<file path="config.mk">
export PLATFORM = sky130hd
export DESIGN_NAME = febs_sequencer
export DESIGN_NICKNAME = d
export VERILOG_FILES = /design/src/design/febs_pkg.sv /design/src/design/febs_sync.sv /design/src/design/febs_timer.sv /design/src/design/febs_sequencer.sv
export SDC_FILE = /design/constraint.sdc
export NUM_CORES = 1
export LEC_CHECK = 0
export ABC_AREA = 1
export BUFFER_PORTS_ARGS = -buffer_cell sky130_fd_sc_hd__buf_2
export CAP_MARGIN = 30
export CORE_MARGIN = 3
export CORE_UTILIZATION = 56
export DETAILED_ROUTE_END_ITERATION = 12
export GPL_ROUTABILITY_DRIVEN = 0
export PLACE_DENSITY = 0.8
export SYNTH_ARGS = -nofsm -noshare
export SYNTH_HDL_FRONTEND = slang
export SYNTH_SLANG_ARGS = --single-unit
</file>
<file path="constraint.sdc">
create_clock -name I_CLK_SYS -period 2.5 [get_ports I_CLK_SYS]
set_input_delay 0.5 -clock I_CLK_SYS [delete_from_list [all_inputs] [get_ports I_CLK_SYS]]
set_output_delay 0.5 -clock I_CLK_SYS [all_outputs]
set_load 0.01 [all_outputs]
</file>
<file path="src/design/febs_pkg.sv">
// Constants, states and timing for the flash erase and bypass sequencer
// What this block does
// - Unlock, unlock, then 20h enters bypass programming mode.
// - In bypass, each byte takes A0h then the address with its data.
// - In bypass only bypass program and bypass exit are valid; others ignored.
// - Bypass exit is 90h then 00h at any address; back to array read.
// - Bulk erase takes six writes; any wrong write returns to array read.
// - Bulk erase failure after its last erase cycle sets the error bit.
// - Erase first programs affected bytes to 00h, then erases to 0FFh.
// - A running bulk erase ignores every command write.
// - Sector erase takes six writes; further confirms in the window add sectors.
// - Each accepted sector confirm restarts the window timer at full length.
// - Erase window flag reads 0 while the timer counts, 1 once erasing.
// - In the window, any command but suspend or resume aborts to array read.
// - While sectors erase, only reset and suspend are taken.
// - Suspend is B0h with a sector select; in the window it ends the window.
// - Toggle bit stops 0.1 to 15 us after suspend, then array read.
// - Suspended: erasing sector reads invalid, no programming, resume or reset only.
// - Reset while suspended leaves the erasing sectors' contents invalid.
// - Resume is 30h with a sector select active.
// - Program or erase of a protected sector is ignored; protect bits read-only.
// - Boot status register: bit 7 security, bits 3..0 sector locks, 6..4 zero.
// - Reset is one F0h write, optionally after the two unlock writes.
// - Reset ignored in programming and bulk erase; sector erase abort takes 25 us.
// - Completion bit reads 0 during erase, 1 after.
// - Toggle bit inverts on each status read while an operation runs.
package febs_pkg;
  localparam logic [11:0] ADDR_U1 = 12'h555;
  localparam logic [11:0] ADDR_U2 = 12'haaa;
  localparam logic [7:0] CMD_U1 = 8'haa;
  localparam logic [7:0] CMD_U2 = 8'h55;
  localparam logic [7:0] CMD_BYPASS = 8'h20;
  localparam logic [7:0] CMD_PROG = 8'ha0;
  localparam logic [7:0] CMD_BEXIT1 = 8'h90;
  localparam logic [7:0] CMD_BEXIT2 = 8'h00;
  localparam logic [7:0] CMD_ERSETUP = 8'h80;
  localparam logic [7:0] CMD_BULK = 8'h10;
  localparam logic [7:0] CMD_SECT = 8'h30;
  localparam logic [7:0] CMD_RESUME = 8'h30;
  localparam logic [7:0] CMD_SUSPEND = 8'hb0;
  localparam logic [7:0] CMD_RESET = 8'hf0;
  localparam logic [7:0] OFS_MAIN_LOCK = 8'h00;
  localparam logic [7:0] OFS_BOOT_LOCK = 8'h01;
  localparam int BIT_DONE = 7;
  localparam int BIT_TOG = 6;
  localparam int BIT_ERR = 5;
  localparam int BIT_WIN = 3;
  localparam int BIT_SECURITY = 7;
  localparam logic [7:0] INVALID_DATA = 8'hff;
  localparam int NSECT = 12;
  localparam int TMR_W = 14;
  localparam int CLK_NS = 10;
  localparam int WINDOW_NS = 100000;
  localparam int RECOV_NS = 25000;
  localparam int SUSP_NS = 100;
  localparam logic [13:0] WINDOW_CYC = 14'(WINDOW_NS / CLK_NS);
  localparam logic [13:0] RECOV_CYC = 14'(RECOV_NS / CLK_NS);
  localparam logic [13:0] SUSP_CYC = 14'((SUSP_NS + CLK_NS - 1) / CLK_NS);
  typedef enum logic [4:0] {
    S_IDLE = 5'h00, S_U1 = 5'h01, S_U2 = 5'h02, S_ERS1 = 5'h03,
    S_ERS2 = 5'h04, S_ERS3 = 5'h05, S_BYP = 5'h06, S_BEXIT = 5'h07,
    S_BPRG = 5'h08, S_PROG = 5'h09, S_BULK = 5'h0a, S_SWIN = 5'h0b,
    S_SERS = 5'h0c, S_SUSPW = 5'h0d, S_SUSP = 5'h0e, S_ERR = 5'h0f,
    S_RECOV = 5'h10
  } febs_state_e;
  typedef enum logic [1:0] {
    OP_NONE = 2'h0, OP_PROG = 2'h1, OP_PRE00 = 2'h2, OP_ERASE = 2'h3
  } febs_op_e;
endpackage

</file>
<file path="src/design/febs_sync.sv">
// Three-stage pin synchroniser that passes a value once stages two and three agree
`timescale 1ns/100ps
module febs_sync #(
  parameter int W = 1
) (
  input wire logic i_clk,
  input wire logic i_srst,
  input wire logic [W-1:0] i_pin,
  output logic [W-1:0] o_val
);
  logic [W-1:0] s1_ff, s2_ff, s3_ff, val_ff, nxt_val;
  always_comb begin
    nxt_val = (s2_ff == s3_ff) ? s3_ff : val_ff;
  end
  always_ff @(posedge i_clk) begin
    if (i_srst) begin
      s1_ff <= '0;
      s2_ff <= '0;
      s3_ff <= '0;
      val_ff <= '0;
    end else begin
      s1_ff <= i_pin;
      s2_ff <= s1_ff;
      s3_ff <= s2_ff;
      val_ff <= nxt_val;
    end
  end
  assign o_val = val_ff;
endmodule

</file>
<file path="src/design/febs_timer.sv">
// Loadable down counter shared by window, suspend and recovery waits
`timescale 1ns/100ps
module febs_timer (
  input wire logic i_clk,
  input wire logic i_srst,
  input wire logic i_load,
  input wire logic [febs_pkg::TMR_W-1:0] i_val,
  output logic [febs_pkg::TMR_W-1:0] o_count,
  output logic o_expire
);
  logic [febs_pkg::TMR_W-1:0] cnt_ff, nxt_cnt;
  always_comb begin
    if (i_load) begin
      nxt_cnt = i_val;
    end else if (cnt_ff != '0) begin
      nxt_cnt = cnt_ff - 1'b1;
    end else begin
      nxt_cnt = cnt_ff;
    end
  end
  always_ff @(posedge i_clk) begin
    if (i_srst) begin
      cnt_ff <= '0;
    end else begin
      cnt_ff <= nxt_cnt;
    end
  end
  assign o_count = cnt_ff;
  assign o_expire = (cnt_ff == 14'h0001) && !i_load;
endmodule

</file>
<file path="src/design/febs_sequencer.sv">
// Flash command sequencer: bypass programming, erase, suspend, protection status
`timescale 1ns/100ps
module febs_sequencer #(
  parameter logic [13:0] P_WINDOW_CYC = febs_pkg::WINDOW_CYC
) (
  input wire logic I_CLK_SYS,
  input wire logic I_SRST,
  input wire logic I_WR,
  input wire logic I_RD,
  input wire logic [15:0] I_ADDR,
  input wire logic [7:0] I_WDATA,
  input wire logic [7:0] I_MAIN_SEL,
  input wire logic [3:0] I_BOOT_SEL,
  input wire logic I_CSR_SEL,
  input wire logic [7:0] I_MAIN_PROT,
  input wire logic [3:0] I_BOOT_PROT,
  input wire logic I_SECURITY,
  input wire logic [7:0] I_ARRAY_RDATA,
  input wire logic I_ARRAY_DONE,
  input wire logic I_ARRAY_FAIL,
  output logic [7:0] O_RDATA,
  output logic O_RD_VALID,
  output logic O_RD_INVALID,
  output logic [1:0] O_ARRAY_OP,
  output logic [11:0] O_ARRAY_MASK,
  output logic [15:0] O_PROG_ADDR,
  output logic [7:0] O_PROG_DATA,
  output logic [11:0] O_INVALID_MASK,
  output logic O_BYPASS,
  output logic O_BUSY
);
  febs_pkg::febs_state_e state_ff, nxt_state;
  logic [11:0] mask_ff, nxt_mask, inval_ff, nxt_inval;
  logic [15:0] paddr_ff, nxt_paddr;
  logic [7:0] pdata_ff, nxt_pdata, rdata_ff, nxt_rdata;
  logic byp_ff, nxt_byp, phase_ff, nxt_phase, err_ff, nxt_err;
  logic tog_ff, nxt_tog, rdv_ff, rdinv_ff, nxt_rdinv;
  logic [12:0] prot_raw, prot_sync;
  logic [11:0] sel, prot, sel_free;
  logic [7:0] status;
  logic any_sel, security, tmr_load, tmr_exp, toggling, stat_mode;
  logic [13:0] tmr_val, tmr_cnt;
  logic [11:0] a;
  logic [7:0] d;

  function automatic logic is_cmd(input logic [11:0] ad, input logic [7:0] dd,
                                  input logic [11:0] ea, input logic [7:0] ed);
    is_cmd = (ad == ea) && (dd == ed);
  endfunction

  assign prot_raw = {I_SECURITY, I_BOOT_PROT, I_MAIN_PROT};
  febs_sync #(.W(13)) u_prot_sync (
    .i_clk(I_CLK_SYS),
    .i_srst(I_SRST),
    .i_pin(prot_raw),
    .o_val(prot_sync)
  );
  febs_timer u_timer (
    .i_clk(I_CLK_SYS),
    .i_srst(I_SRST),
    .i_load(tmr_load),
    .i_val(tmr_val),
    .o_count(tmr_cnt),
    .o_expire(tmr_exp)
  );

  assign a = I_ADDR[11:0];
  assign d = I_WDATA;
  assign sel = {I_BOOT_SEL, I_MAIN_SEL};
  assign prot = prot_sync[11:0];
  assign security = prot_sync[12];
  assign any_sel = |sel;
  assign sel_free = sel & ~prot;
  assign toggling = state_ff inside {febs_pkg::S_PROG, febs_pkg::S_BULK,
                                     febs_pkg::S_SWIN, febs_pkg::S_SERS,
                                     febs_pkg::S_SUSPW};
  assign stat_mode = toggling || (state_ff == febs_pkg::S_ERR);

  // Command sequencing
  always_comb begin
    nxt_state = state_ff;
    nxt_mask = mask_ff;
    nxt_byp = byp_ff;
    nxt_phase = phase_ff;
    nxt_err = err_ff;
    nxt_inval = inval_ff;
    nxt_paddr = paddr_ff;
    nxt_pdata = pdata_ff;
    tmr_load = 1'b0;
    tmr_val = '0;
    unique case (state_ff)
      febs_pkg::S_IDLE: begin
        nxt_byp = 1'b0;
        if (I_WR && is_cmd(a, d, febs_pkg::ADDR_U1, febs_pkg::CMD_U1)) begin
          nxt_state = febs_pkg::S_U1;
        end
      end
      febs_pkg::S_U1: begin
        if (I_WR) begin
          nxt_state = is_cmd(a, d, febs_pkg::ADDR_U2, febs_pkg::CMD_U2) ?
                      febs_pkg::S_U2 : febs_pkg::S_IDLE;
        end
      end
      febs_pkg::S_U2: begin
        if (I_WR) begin
          nxt_state = febs_pkg::S_IDLE;
          if (d == febs_pkg::CMD_BYPASS) begin
            nxt_state = febs_pkg::S_BYP;
          end else if (d == febs_pkg::CMD_PROG) begin
            nxt_state = febs_pkg::S_BPRG;
          end else if (is_cmd(a, d, febs_pkg::ADDR_U1, febs_pkg::CMD_ERSETUP)) begin
            nxt_state = febs_pkg::S_ERS1;
          end
        end
      end
      febs_pkg::S_ERS1: begin
        if (I_WR) begin
          nxt_state = is_cmd(a, d, febs_pkg::ADDR_U1, febs_pkg::CMD_U1) ?
                      febs_pkg::S_ERS2 : febs_pkg::S_IDLE;
        end
      end
      febs_pkg::S_ERS2: begin
        if (I_WR) begin
          nxt_state = is_cmd(a, d, febs_pkg::ADDR_U2, febs_pkg::CMD_U2) ?
                      febs_pkg::S_ERS3 : febs_pkg::S_IDLE;
        end
      end
      febs_pkg::S_ERS3: begin
        if (I_WR) begin
          nxt_state = febs_pkg::S_IDLE;
          nxt_phase = 1'b0;
          if (is_cmd(a, d, febs_pkg::ADDR_U1, febs_pkg::CMD_BULK) && (|(~prot))) begin
            nxt_mask = ~prot;
            nxt_state = febs_pkg::S_BULK;
          end else if (d == febs_pkg::CMD_SECT && (|sel_free)) begin
            nxt_mask = sel_free;
            nxt_state = febs_pkg::S_SWIN;
            tmr_load = 1'b1;
            tmr_val = P_WINDOW_CYC;
          end
        end
      end
      febs_pkg::S_BYP: begin
        nxt_byp = 1'b1;
        if (I_WR && d == febs_pkg::CMD_PROG) begin
          nxt_state = febs_pkg::S_BPRG;
        end else if (I_WR && d == febs_pkg::CMD_BEXIT1) begin
          nxt_state = febs_pkg::S_BEXIT;
        end
      end
      febs_pkg::S_BEXIT: begin
        if (I_WR) begin
          nxt_state = (d == febs_pkg::CMD_BEXIT2) ? febs_pkg::S_IDLE : febs_pkg::S_BYP;
        end
      end
      febs_pkg::S_BPRG: begin
        if (I_WR) begin
          nxt_state = byp_ff ? febs_pkg::S_BYP : febs_pkg::S_IDLE;
          if (|sel_free) begin
            nxt_state = febs_pkg::S_PROG;
            nxt_paddr = I_ADDR;
            nxt_pdata = d;
          end
        end
      end
      febs_pkg::S_PROG: begin
        // Writes, reset included, are ignored while a byte programs
        if (I_ARRAY_DONE && I_ARRAY_FAIL) begin
          nxt_state = febs_pkg::S_ERR;
          nxt_err = 1'b1;
          nxt_mask = '0;
        end else if (I_ARRAY_DONE) begin
          nxt_state = byp_ff ? febs_pkg::S_BYP : febs_pkg::S_IDLE;
        end
      end
      febs_pkg::S_SWIN: begin
        if (tmr_exp) begin
          nxt_state = febs_pkg::S_SERS;
        end
        if (I_WR) begin
          if (d == febs_pkg::CMD_SECT && any_sel) begin
            nxt_state = febs_pkg::S_SWIN;
            nxt_mask = mask_ff | sel_free;
            tmr_load = 1'b1;
            tmr_val = P_WINDOW_CYC;
          end else if (d == febs_pkg::CMD_SUSPEND && any_sel) begin
            nxt_state = febs_pkg::S_SUSPW;
            tmr_load = 1'b1;
            tmr_val = febs_pkg::SUSP_CYC;
          end else begin
            nxt_state = febs_pkg::S_IDLE;
            nxt_mask = '0;
          end
        end
      end
      febs_pkg::S_BULK, febs_pkg::S_SERS, febs_pkg::S_SUSPW: begin
        if (I_ARRAY_DONE && I_ARRAY_FAIL) begin
          nxt_state = febs_pkg::S_ERR;
          nxt_err = 1'b1;
        end else if (I_ARRAY_DONE && !phase_ff) begin
          nxt_phase = 1'b1;
        end else if (I_ARRAY_DONE) begin
          nxt_state = febs_pkg::S_IDLE;
          nxt_mask = '0;
        end else if (state_ff == febs_pkg::S_SUSPW) begin
          if (tmr_exp) begin
            nxt_state = febs_pkg::S_SUSP;
          end
        end else if (state_ff == febs_pkg::S_SERS && I_WR) begin
          if (d == febs_pkg::CMD_RESET) begin
            nxt_state = febs_pkg::S_RECOV;
            nxt_mask = '0;
            tmr_load = 1'b1;
            tmr_val = febs_pkg::RECOV_CYC;
          end else if (d == febs_pkg::CMD_SUSPEND && any_sel) begin
            nxt_state = febs_pkg::S_SUSPW;
            tmr_load = 1'b1;
            tmr_val = febs_pkg::SUSP_CYC;
          end
        end
      end
      febs_pkg::S_SUSP: begin
        if (I_WR && d == febs_pkg::CMD_RESUME && any_sel) begin
          nxt_state = febs_pkg::S_SERS;
        end else if (I_WR && d == febs_pkg::CMD_RESET) begin
          nxt_state = febs_pkg::S_RECOV;
          nxt_inval = inval_ff | mask_ff;
          nxt_mask = '0;
          tmr_load = 1'b1;
          tmr_val = febs_pkg::RECOV_CYC;
        end
      end
      febs_pkg::S_ERR: begin
        if (I_WR && d == febs_pkg::CMD_RESET) begin
          nxt_state = febs_pkg::S_RECOV;
          nxt_err = 1'b0;
          nxt_mask = '0;
          tmr_load = 1'b1;
          tmr_val = febs_pkg::RECOV_CYC;
        end
      end
      febs_pkg::S_RECOV: begin
        if (tmr_exp) begin
          nxt_state = febs_pkg::S_IDLE;
        end
      end
      default: begin
        nxt_state = febs_pkg::S_IDLE;
      end
    endcase
  end

  // Status byte and read path
  always_comb begin
    status = '0;
    status[febs_pkg::BIT_DONE] = (state_ff == febs_pkg::S_PROG ||
                                  (state_ff == febs_pkg::S_ERR && mask_ff == '0)) ?
                                 ~pdata_ff[7] : 1'b0;
    status[febs_pkg::BIT_TOG] = tog_ff;
    status[febs_pkg::BIT_ERR] = err_ff;
    status[febs_pkg::BIT_WIN] = (state_ff != febs_pkg::S_SWIN);
    nxt_tog = tog_ff ^ (I_RD && any_sel && toggling);
    nxt_rdinv = 1'b0;
    nxt_rdata = rdata_ff;
    if (I_RD && I_CSR_SEL) begin
      if (I_ADDR[7:0] == febs_pkg::OFS_MAIN_LOCK) begin
        nxt_rdata = prot_sync[7:0];
      end else if (I_ADDR[7:0] == febs_pkg::OFS_BOOT_LOCK) begin
        nxt_rdata = {security, 3'h0, prot_sync[11:8]};
      end else begin
        nxt_rdata = '0;
      end
    end else if (I_RD && stat_mode && any_sel) begin
      nxt_rdata = status;
    end else if (I_RD && state_ff == febs_pkg::S_SUSP && (|(sel & mask_ff))) begin
      nxt_rdata = febs_pkg::INVALID_DATA;
      nxt_rdinv = 1'b1;
    end else if (I_RD) begin
      nxt_rdata = I_ARRAY_RDATA;
    end
  end

  always_ff @(posedge I_CLK_SYS) begin
    if (I_SRST) begin
      state_ff <= febs_pkg::S_IDLE;
      mask_ff <= '0;
      inval_ff <= '0;
      paddr_ff <= '0;
      pdata_ff <= '0;
      byp_ff <= 1'b0;
      phase_ff <= 1'b0;
      err_ff <= 1'b0;
      tog_ff <= 1'b0;
      rdata_ff <= '0;
      rdv_ff <= 1'b0;
      rdinv_ff <= 1'b0;
    end else begin
      state_ff <= nxt_state;
      mask_ff <= nxt_mask;
      inval_ff <= nxt_inval;
      paddr_ff <= nxt_paddr;
      pdata_ff <= nxt_pdata;
      byp_ff <= nxt_byp;
      phase_ff <= nxt_phase;
      err_ff <= nxt_err;
      tog_ff <= nxt_tog;
      rdata_ff <= nxt_rdata;
      rdv_ff <= I_RD;
      rdinv_ff <= nxt_rdinv;
    end
  end

  always_comb begin
    O_ARRAY_OP = febs_pkg::OP_NONE;
    if (state_ff == febs_pkg::S_PROG) begin
      O_ARRAY_OP = febs_pkg::OP_PROG;
    end else if (state_ff inside {febs_pkg::S_BULK, febs_pkg::S_SERS,
                                  febs_pkg::S_SUSPW}) begin
      O_ARRAY_OP = phase_ff ? febs_pkg::OP_ERASE : febs_pkg::OP_PRE00;
    end
  end
  assign O_RDATA = rdata_ff;
  assign O_RD_VALID = rdv_ff;
  assign O_RD_INVALID = rdinv_ff;
  assign O_ARRAY_MASK = mask_ff;
  assign O_PROG_ADDR = paddr_ff;
  assign O_PROG_DATA = pdata_ff;
  assign O_INVALID_MASK = inval_ff;
  assign O_BYPASS = byp_ff;
  assign O_BUSY = toggling || (state_ff inside {febs_pkg::S_SUSP, febs_pkg::S_RECOV});

  property p_byp_enter;
    @(posedge I_CLK_SYS) disable iff (I_SRST)
    (state_ff == febs_pkg::S_U2 && I_WR && d == febs_pkg::CMD_BYPASS) |=>
    (state_ff == febs_pkg::S_BYP) ##1 O_BYPASS;
  endproperty
  a_byp_enter: assert property (p_byp_enter) else $error("bypass entry missed");
  property p_byp_stay;
    @(posedge I_CLK_SYS) disable iff (I_SRST)
    (state_ff == febs_pkg::S_BYP && I_WR && d != febs_pkg::CMD_PROG &&
     d != febs_pkg::CMD_BEXIT1) |=> state_ff == febs_pkg::S_BYP;
  endproperty
  a_byp_stay: assert property (p_byp_stay) else $error("bypass left on invalid");
  property p_byp_exit;
    @(posedge I_CLK_SYS) disable iff (I_SRST)
    (state_ff == febs_pkg::S_BEXIT && I_WR && d == febs_pkg::CMD_BEXIT2) |=>
    state_ff == febs_pkg::S_IDLE ##1 !O_BYPASS;
  endproperty
  a_byp_exit: assert property (p_byp_exit) else $error("bypass exit failed");
  property p_bulk_deaf;
    @(posedge I_CLK_SYS) disable iff (I_SRST)
    (state_ff == febs_pkg::S_BULK && I_WR && !I_ARRAY_DONE) |=>
    state_ff == febs_pkg::S_BULK && $stable(mask_ff);
  endproperty
  a_bulk_deaf: assert property (p_bulk_deaf) else $error("bulk erase took a write");
  property p_win_restart;
    @(posedge I_CLK_SYS) disable iff (I_SRST)
    (state_ff == febs_pkg::S_SWIN && I_WR && d == febs_pkg::CMD_SECT && any_sel) |=>
    tmr_cnt == P_WINDOW_CYC ##1 tmr_cnt == P_WINDOW_CYC - 14'h0001;
  endproperty
  a_win_restart: assert property (p_win_restart) else $error("window not restarted");
  property p_win_flag;
    @(posedge I_CLK_SYS) disable iff (I_SRST)
    (I_RD && any_sel && !I_CSR_SEL && state_ff == febs_pkg::S_SWIN) |=>
    O_RD_VALID && !O_RDATA[febs_pkg::BIT_WIN] && !O_RDATA[febs_pkg::BIT_DONE];
  endproperty
  a_win_flag: assert property (p_win_flag) else $error("window flag wrong");
  property p_win_abort;
    @(posedge I_CLK_SYS) disable iff (I_SRST)
    (state_ff == febs_pkg::S_SWIN && I_WR && d != febs_pkg::CMD_SECT &&
     d != febs_pkg::CMD_SUSPEND) |=> state_ff == febs_pkg::S_IDLE && mask_ff == '0;
  endproperty
  a_win_abort: assert property (p_win_abort) else $error("window not aborted");
  property p_susp_refuse;
    @(posedge I_CLK_SYS) disable iff (I_SRST)
    (state_ff == febs_pkg::S_SUSP && I_WR && d == febs_pkg::CMD_PROG) |=>
    state_ff == febs_pkg::S_SUSP && O_ARRAY_OP == febs_pkg::OP_NONE;
  endproperty
  a_susp_refuse: assert property (p_susp_refuse) else $error("suspend took program");
  property p_prot_prog;
    @(posedge I_CLK_SYS) disable iff (I_SRST)
    (state_ff == febs_pkg::S_BPRG && I_WR && sel_free == '0) |=>
    O_ARRAY_OP == febs_pkg::OP_NONE;
  endproperty
  a_prot_prog: assert property (p_prot_prog) else $error("protected sector programmed");
  property p_recov;
    @(posedge I_CLK_SYS) disable iff (I_SRST)
    (state_ff == febs_pkg::S_SERS && I_WR && d == febs_pkg::CMD_RESET && !I_ARRAY_DONE) |=>
    state_ff == febs_pkg::S_RECOV && tmr_cnt == febs_pkg::RECOV_CYC;
  endproperty
  a_recov: assert property (p_recov) else $error("reset abort timing wrong");
endmodule

</file>
==> results of run 1 <==
[routing by layer]
metal,GRT usage (%),part of all wire [%]
met5,0,0
met4,10.63,2.6
met3,7.425,9.2
met2,46.42,47
met1,35.13,42
[sequential cells by signal (all words and copies together), names as in the netlist]
| register | cells |
|---|---|
| u_timer.o_count | 14 |
| u_prot_sync.s1_ff | 13 |
| tog_ff | 1 |
| O_PROG_ADDR | 16 |
| err_ff | 1 |
| O_ARRAY_MASK | 12 |
| phase_ff | 1 |
| O_BYPASS | 1 |
| O_RD_INVALID | 1 |
| u_prot_sync.s3_ff | 13 |
| u_prot_sync.s2_ff | 13 |
| state_ff | 5 |
| O_PROG_DATA | 8 |
| O_INVALID_MASK | 12 |
| O_RD_VALID | 1 |
| O_RDATA | 8 |
| u_prot_sync.o_val | 13 |
[through the flow]
stage          setup slack [ps]  util, %
2_1_floorplan             588.1        -
3_3_place_gp              155.9    64.51
3_5_place_dp              104.7    64.51
4_1_cts                   97.27    69.45
5_1_grt                   17.14    69.54
6_report                  109.9    69.54
[logic make-up after synthesis]
kind of cell	count (synthesis)
AO/OA/AOI/OAI	205
XOR/XNOR	15
adder cells (fa/ha/maj)	2
buffers and inverters	194
flip-flops	133
AND/OR/NAND/NOR	496
[cells in the final DEF, fill, tap and decap left out, types with 11 or more instances in the layout]
| cell | n |
|---|---|
| inv_2 | 14 |
| a31oi_1 | 16 |
| a21oi_1 | 88 |
| nor2_2 | 15 |
| nand3_1 | 58 |
| dfxtp_1 | 132 |
| nand2_1 | 163 |
| nor2_1 | 181 |
| buf_2 | 125 |
| buf_4 | 13 |
| nand4_1 | 11 |
| nor3_1 | 18 |
| nand2_2 | 13 |
| clkbuf_16 | 17 |
| o21ai_0 | 77 |
| inv_1 | 148 |
[timing repair]
action / 4_1_cts / 5_1_grt
setup buffers: 0 / 0
resized for setup: 1 / 4
pin swaps: 0 / 0
endpoints found under the setup margin: 1 / 2
hold buffers: 0 / 0
[worst max-delay path: stages, from the launching register on]
cell and delay, ps:
dfxtp_1 510, inv_2 40, nor2_1 180, inv_2 90
nor2_2 210, inv_1 110, o21ai_1 150, buf_2 180
[cell type report]
| cell class | count | area, µm² |
|---|---|---|
| fill | 1075 | 3674 |
| clock buffer | 17 | 425.4 |
| sequential | 133 | 2664 |
| clock inverter | 15 | 166.4 |
| tap | 168 | 210.2 |
| inverter | 163 | 611.8 |
| multi-input combinational | 718 | 3547 |
| timing repair buffer | 140 | 763.2 |
[how the worst max path moves through the flow]
stage                                         from                      endpoint  slack (ps)  cells after the start
after floorplan                          I_ADDR[5]  O_ARRAY_MASK[7]$_SDFFE_PP0P_         590                     11
after global placement               I_MAIN_SEL[3]  O_ARRAY_MASK[5]$_SDFFE_PP0P_         160                     12
after detailed placement             I_MAIN_SEL[3]  O_ARRAY_MASK[6]$_SDFFE_PP0P_         100                     12
after CTS                 state_ff[1]$_SDFFE_PP0P_                        O_BUSY         100                      7
after global routing      state_ff[0]$_SDFFE_PP0P_                 O_ARRAY_OP[0]          20                      7
final                     state_ff[0]$_SDFFE_PP0P_                 O_ARRAY_OP[0]         110                      7
[power by group]
group	internal [mW]	switching, mW	total (mW)
combinational	0.847	1.45	2.30
sequential	2.44	0.315	2.76
clock	1.49	1.01	2.50
==> flow_metrics.py, run 1 <==
metrics = {
    "pwr": {
        "p_leak_nw": 3.937,
        "design_power_total_mw": 7.557,
        "powerDensity_nw_per_um2": 900.9,
        "ir_drop_uv": 602.8,
    },
    "drt": {
        "drt-total-wl_um": 19380,
        "via_count": 7218,
        "drt_iter0_markers": 672,
        "antenna_left": 0,
        "wl_per_cell_um": 14.31,
        "viasPerCell": 5.331,
        "drtPass1Iterations": 5,
        "route.detailed.drc": 0,
    },
    "clocking": {
        "clk_pin_slew_ps": 60,
        "clockBufferDepth": 2,
        "cts_buffers": 17,
        "cts_tree": "yes",
        "cts_max_level": 4,
        "clock_latency_ps": 430,
        "clkSinkCount": 133,
        "root_buffer": "clkbuf_16",
    },
    "synthesis": {
        "synthFlopType": "dfxtp_1",
        "ys_types": 45,
        "synth.top_cell.area_share_pct": 38.29,
        "yosysSeqAreaShare_pct": 38.29,
        "netlist_instances": 1045,
        "synth_xor_area_share_pct": 1.890,
        "ys_top_cells_by_area": "dfxtp_1 (38%), nor2_1 (9.8%), nand2_1 (8.8%)",
        "synth_top_family_by_area": "simple AND/OR/NAND/NOR gates",
        "synth_top_cells_by_count": "nor2_1 (182), nand2_1 (163), inv_1 (148)",
        "synthArstFlopShare_pct": 0,
        "synth.most_common_cell": "nor2_1",
        "synth_compound_area_share_pct": 16.02,
        "muxShareOfSynthArea_pct": 0,
        "avgSynthCellArea_um2": 6.654,
        "synthAdderAreaFrac_pct": 0.3599,
        "synth.net_count": 1111,
        "synth-seq-cells": 133,
        "synth-simple-area-share_pct": 32.55,
        "synth_edf_count": 0,
        "synth_warnings": 0,
        "synth_area_leader_cell": "dfxtp_1",
        "syn_area_um2": 6953,
    },
    "worst_setup_path": {
        "critPathKind": "reg -> out",
        "rr_worst_depth": 8,
        "crit_required_ps": 2000,
        "critPathArrivalTime_ps": 1890,
        "critPathLaunchType": "flip-flop",
        "cp_max_fo": 6,
        "r2r_end": "O_ARRAY_MASK[9]$_SDFFE_PP0P_",
        "r2r_slack_ps": 270,
        "r2r-start": "state_ff[0]$_SDFFE_PP0P_",
        "cp-end-kind": "primary output",
    },
    "worst_hold_path": {
        "holdPathStages": 3,
        "hold_path.class": "in -> reg",
        "holdPathEnd": "u_prot_sync.s1_ff[11]$_SDFF_PP0_",
        "hp-start": "I_BOOT_PROT[3]",
    },
    "timing": {
        "drv_slew": 0,
        "relSlewSlack_pct": 54.40,
        "min_period_over_period_pct": 95.60,
        "finalHoldViolCount": 0,
        "tightest_slew_ps": 682.3,
        "setup_viol": 0,
        "fmax_mhz": 418.4,
        "rsz0062_at_grt": "false",
        "tns_ps": 0,
        "min_period_ps": 2390,
        "whs_ps": 269.2,
        "finClkSkew_ps": 5.993,
    },
    "global_routing": {
        "grt_pass1_wl_um": 31850,
        "grt_pass1_vias": 6718,
        "grt_usage_pct": 28.05,
        "antenna_found_initial": 0,
        "grt_max_degree": 53,
        "grt_overflow_total": 0,
    },
    "floorplan": {
        "start_util_pct": 57.65,
        "core_um2": 12060,
        "die_w_um": 117.4,
        "dieArea_um2": 13790,
        "num_rows": 40,
        "ios": 126,
        "die_h_um": 117.4,
    },
    "run_status": {
        "status": "completed",
    },
    "placed_design": {
        "hpwl_um": 14210,
        "io_buffer_count": 125,
        "place_area_um2": 7781,
        "dp_cells": 1322,
    },
    "cells_and_area": {
        "stdcell_count": 1354,
        "area_delta_synth_final_pct": 20.64,
        "drive_gt1_share_pct": 20.40,
        "final_nets": 1239,
        "stdcell_area_um2": 8388,
        "antenna_cells": 0,
    },
    "job": {
        "drv_cap": 0,
    },
}
No activity file was read; power rests on OpenSTA's default activity.
==> run 2, diff against run 1 <==
--- a/config.mk
+++ b/config.mk
@@ -8,6 +8,7 @@
 export ABC_AREA = 1
 export BUFFER_PORTS_ARGS = -buffer_cell sky130_fd_sc_hd__buf_2
 export CAP_MARGIN = 30
+export CORE_ASPECT_RATIO = 1.75
 export CORE_MARGIN = 3
 export CORE_UTILIZATION = 56
 export DETAILED_ROUTE_END_ITERATION = 12
==> run 2 against run 1 <==
Compared with the run above:
- clock-buffer cell count did not move
- register-to-register slack improved by 50 ps
- via count increased by 0.68%
- wire length grew 5.5%
- non-clock buffer count increased by 3
- flip-flop and latch count did not move
- critical path type unchanged
- largest cell class unchanged
- largest power group unchanged
- highest routed layer unchanged
==> flow_metrics.py, run 2 (same netlist as run 1, synthesis figures left out) <==
metrics = {
    "pwr": {
        "p_leak_nw": 3.951,
        "combPwrFrac_pct": 30.1,
        "switching_share_pct": 38.61,
        "clkPwrFrac_pct": 33.3,
        "power.internal_mw": 4.643,
        "powerDensity_nw_per_um2": 900.3,
        "ir_drop_uv": 581.5,
        "pwr-share-seq_pct": 36.6,
        "p_sw_mw": 2.920,
        "design_power_total_mw": 7.563,
    },
    "clocking": {
        "clk_pin_slew_ps": 70,
        "root_buffer": "clkbuf_16",
        "clockBufferDepth": 2,
        "cts_max_level": 4,
        "hold_buffers": 0,
        "clock_latency_ps": 430,
        "cts_buffers": 17,
        "clkSinkCount": 133,
        "cts_tree": "yes",
    },
    "global_routing": {
        "grt_pass1_wl_um": 32520,
        "grt_overflow_total": 0,
        "grt_usage_pct": 29.39,
        "grt_max_degree": 53,
        "grt_pass1_vias": 6620,
        "antenna_found_initial": 0,
    },
    "timing": {
        "drv_slew": 0,
        "rsz0062_at_grt": "false",
        "relSlewSlack_pct": 63.99,
        "min_period_ps": 2459,
        "tns_ps": 0,
        "setup_slack_ps": 41.09,
        "fmax_mhz": 406.7,
        "tightest_slew_ps": 540.1,
        "finClkSkew_ps": 8.622,
        "finalHoldViolCount": 0,
        "setup_viol": 0,
        "min_period_over_period_pct": 98.36,
    },
    "floorplan": {
        "dieArea_um2": 13840,
        "start_util_pct": 57.61,
        "core_um2": 12070,
        "die_w_um": 90.23,
        "die_h_um": 153.4,
        "num_rows": 53,
        "ios": 126,
    },
    "cells_and_area": {
        "mostFrequentLayoutCells": "nor2_1 (182), nand2_1 (163), inv_1 (148)",
        "final_nets": 1242,
        "final-seq-area_um2": 2664,
        "drive_gt1_share_pct": 20.52,
        "stdcell_area_um2": 8401,
        "largest_reg_flops": 16,
        "area_delta_synth_final_pct": 20.82,
        "multi_input_area_um2": 3537,
        "mostFrequentLayoutCell": "nor2_1",
        "antenna_cells": 0,
        "nFillCells": 1101,
    },
    "worst_setup_path": {
        "cp_max_fo": 6,
        "r2r-start": "state_ff[1]$_SDFFE_PP0P_",
        "crit_required_ps": 2000,
        "cp-end-kind": "primary output",
        "critPathArrivalTime_ps": 1960,
        "critPathKind": "reg -> out",
        "critPathLaunchType": "flip-flop",
        "startpoint": "state_ff[3]$_SDFFE_PP0P_",
    },
    "drt": {
        "wl_met1_um": 7423,
        "drtPass1Iterations": 5,
        "highest_layer": "met4",
        "wl_met3_um": 1291,
        "drt_iter0_markers": 474,
        "wl_per_cell_um": 15.10,
        "drt-total-wl_um": 20440,
        "route.detailed.drc": 0,
        "viasPerCell": 5.367,
        "wl_met2_um": 10300,
        "via_count": 7267,
        "antenna_left": 0,
    },
    "placed_design": {
        "dp_slack_ps": 171.8,
        "io_buffer_count": 125,
        "hpwl_um": 15420,
        "place_area_um2": 7787,
    },
    "worst_hold_path": {
        "hp-start": "I_MAIN_PROT[4]",
        "hold_path.class": "in -> reg",
    },
    "job": {
        "drv_cap": 0,
    },
    "run_status": {
        "status": "completed",
    },
}
==> run 2: changes by cell type in the layout (fill, tap and decap cells not counted), sizes merged <==
cell / delta
buf: +3
clkinvlp: -1
bufinv: -2
inv: +1
clkinv: +2
==> run 2: layer usage <==
metal,GRT usage (%),vias up
met5,0,-
met3,5.515,99
met2,51.60,319
met4,20.45,0
li1,-,3620
met1,31.42,3229
==> run 2: critical path, stage by stage (launching register included) <==
cell and delay [ps]:
dfxtp_1 450, nand2_1 100, nor2_1 290, nand2_2 110, inv_1 110, nor2_4 50, o21ai_0 240, buf_2 190
==> run 2: final timing paths <==
check,to,slack (ps),depth (start not counted)
hold / removal,u_prot_sync.s1_ff[4]$_SDFF_PP0_,260,3
setup reg to reg,O_ARRAY_MASK[4]$_SDFFE_PP0P_,320,8
hold reg to reg,u_prot_sync.s2_ff[5]$_SDFF_PP0_,400,2
setup / recovery,O_ARRAY_OP[0],40,7
==> run 2: power groups by stage <==
stage | clock network [mW] | registers, mW | logic [mW]
2_1_floorplan | 0 | 2.79 | 1.53
6_report | 2.52 | 2.77 | 2.28
4_1_cts | 2.54 | 2.76 | 2.26
5_1_grt | 2.63 | 2.81 | 2.53
3_3_place_gp | 0 | 2.79 | 2.20
3_5_place_dp | 0 | 2.80 | 2.24
==> run 2: stage by stage <==
stage	util [%]	hold WS [ps]	std cells
2_1_floorplan	-	388.3	1045
3_3_place_gp	64.52	389.1	1322
3_5_place_dp	64.52	396.3	1322
4_1_cts	69.56	254.5	1354
5_1_grt	69.60	268.7	1354
6_report	69.60	264.0	1354
==> run 2: what timing repair did <==
item | 4_1_cts | 5_1_grt
resized for setup | 0 | 2
setup endpoints to repair | 0 | 2
buffers inserted | 0 | 0
hold endpoints to repair | 0 | 0
==> run 2: layout make-up <==
class	count	share of cell area (%)
Inverter	163	7.283
Clock buffer	17	5.064
Multi-Input combinational cell	718	42.11
Timing Repair Buffer	143	9.205
Tap cell	165	2.458
Clock inverter	15	2.175
Sequential cell	133	31.71
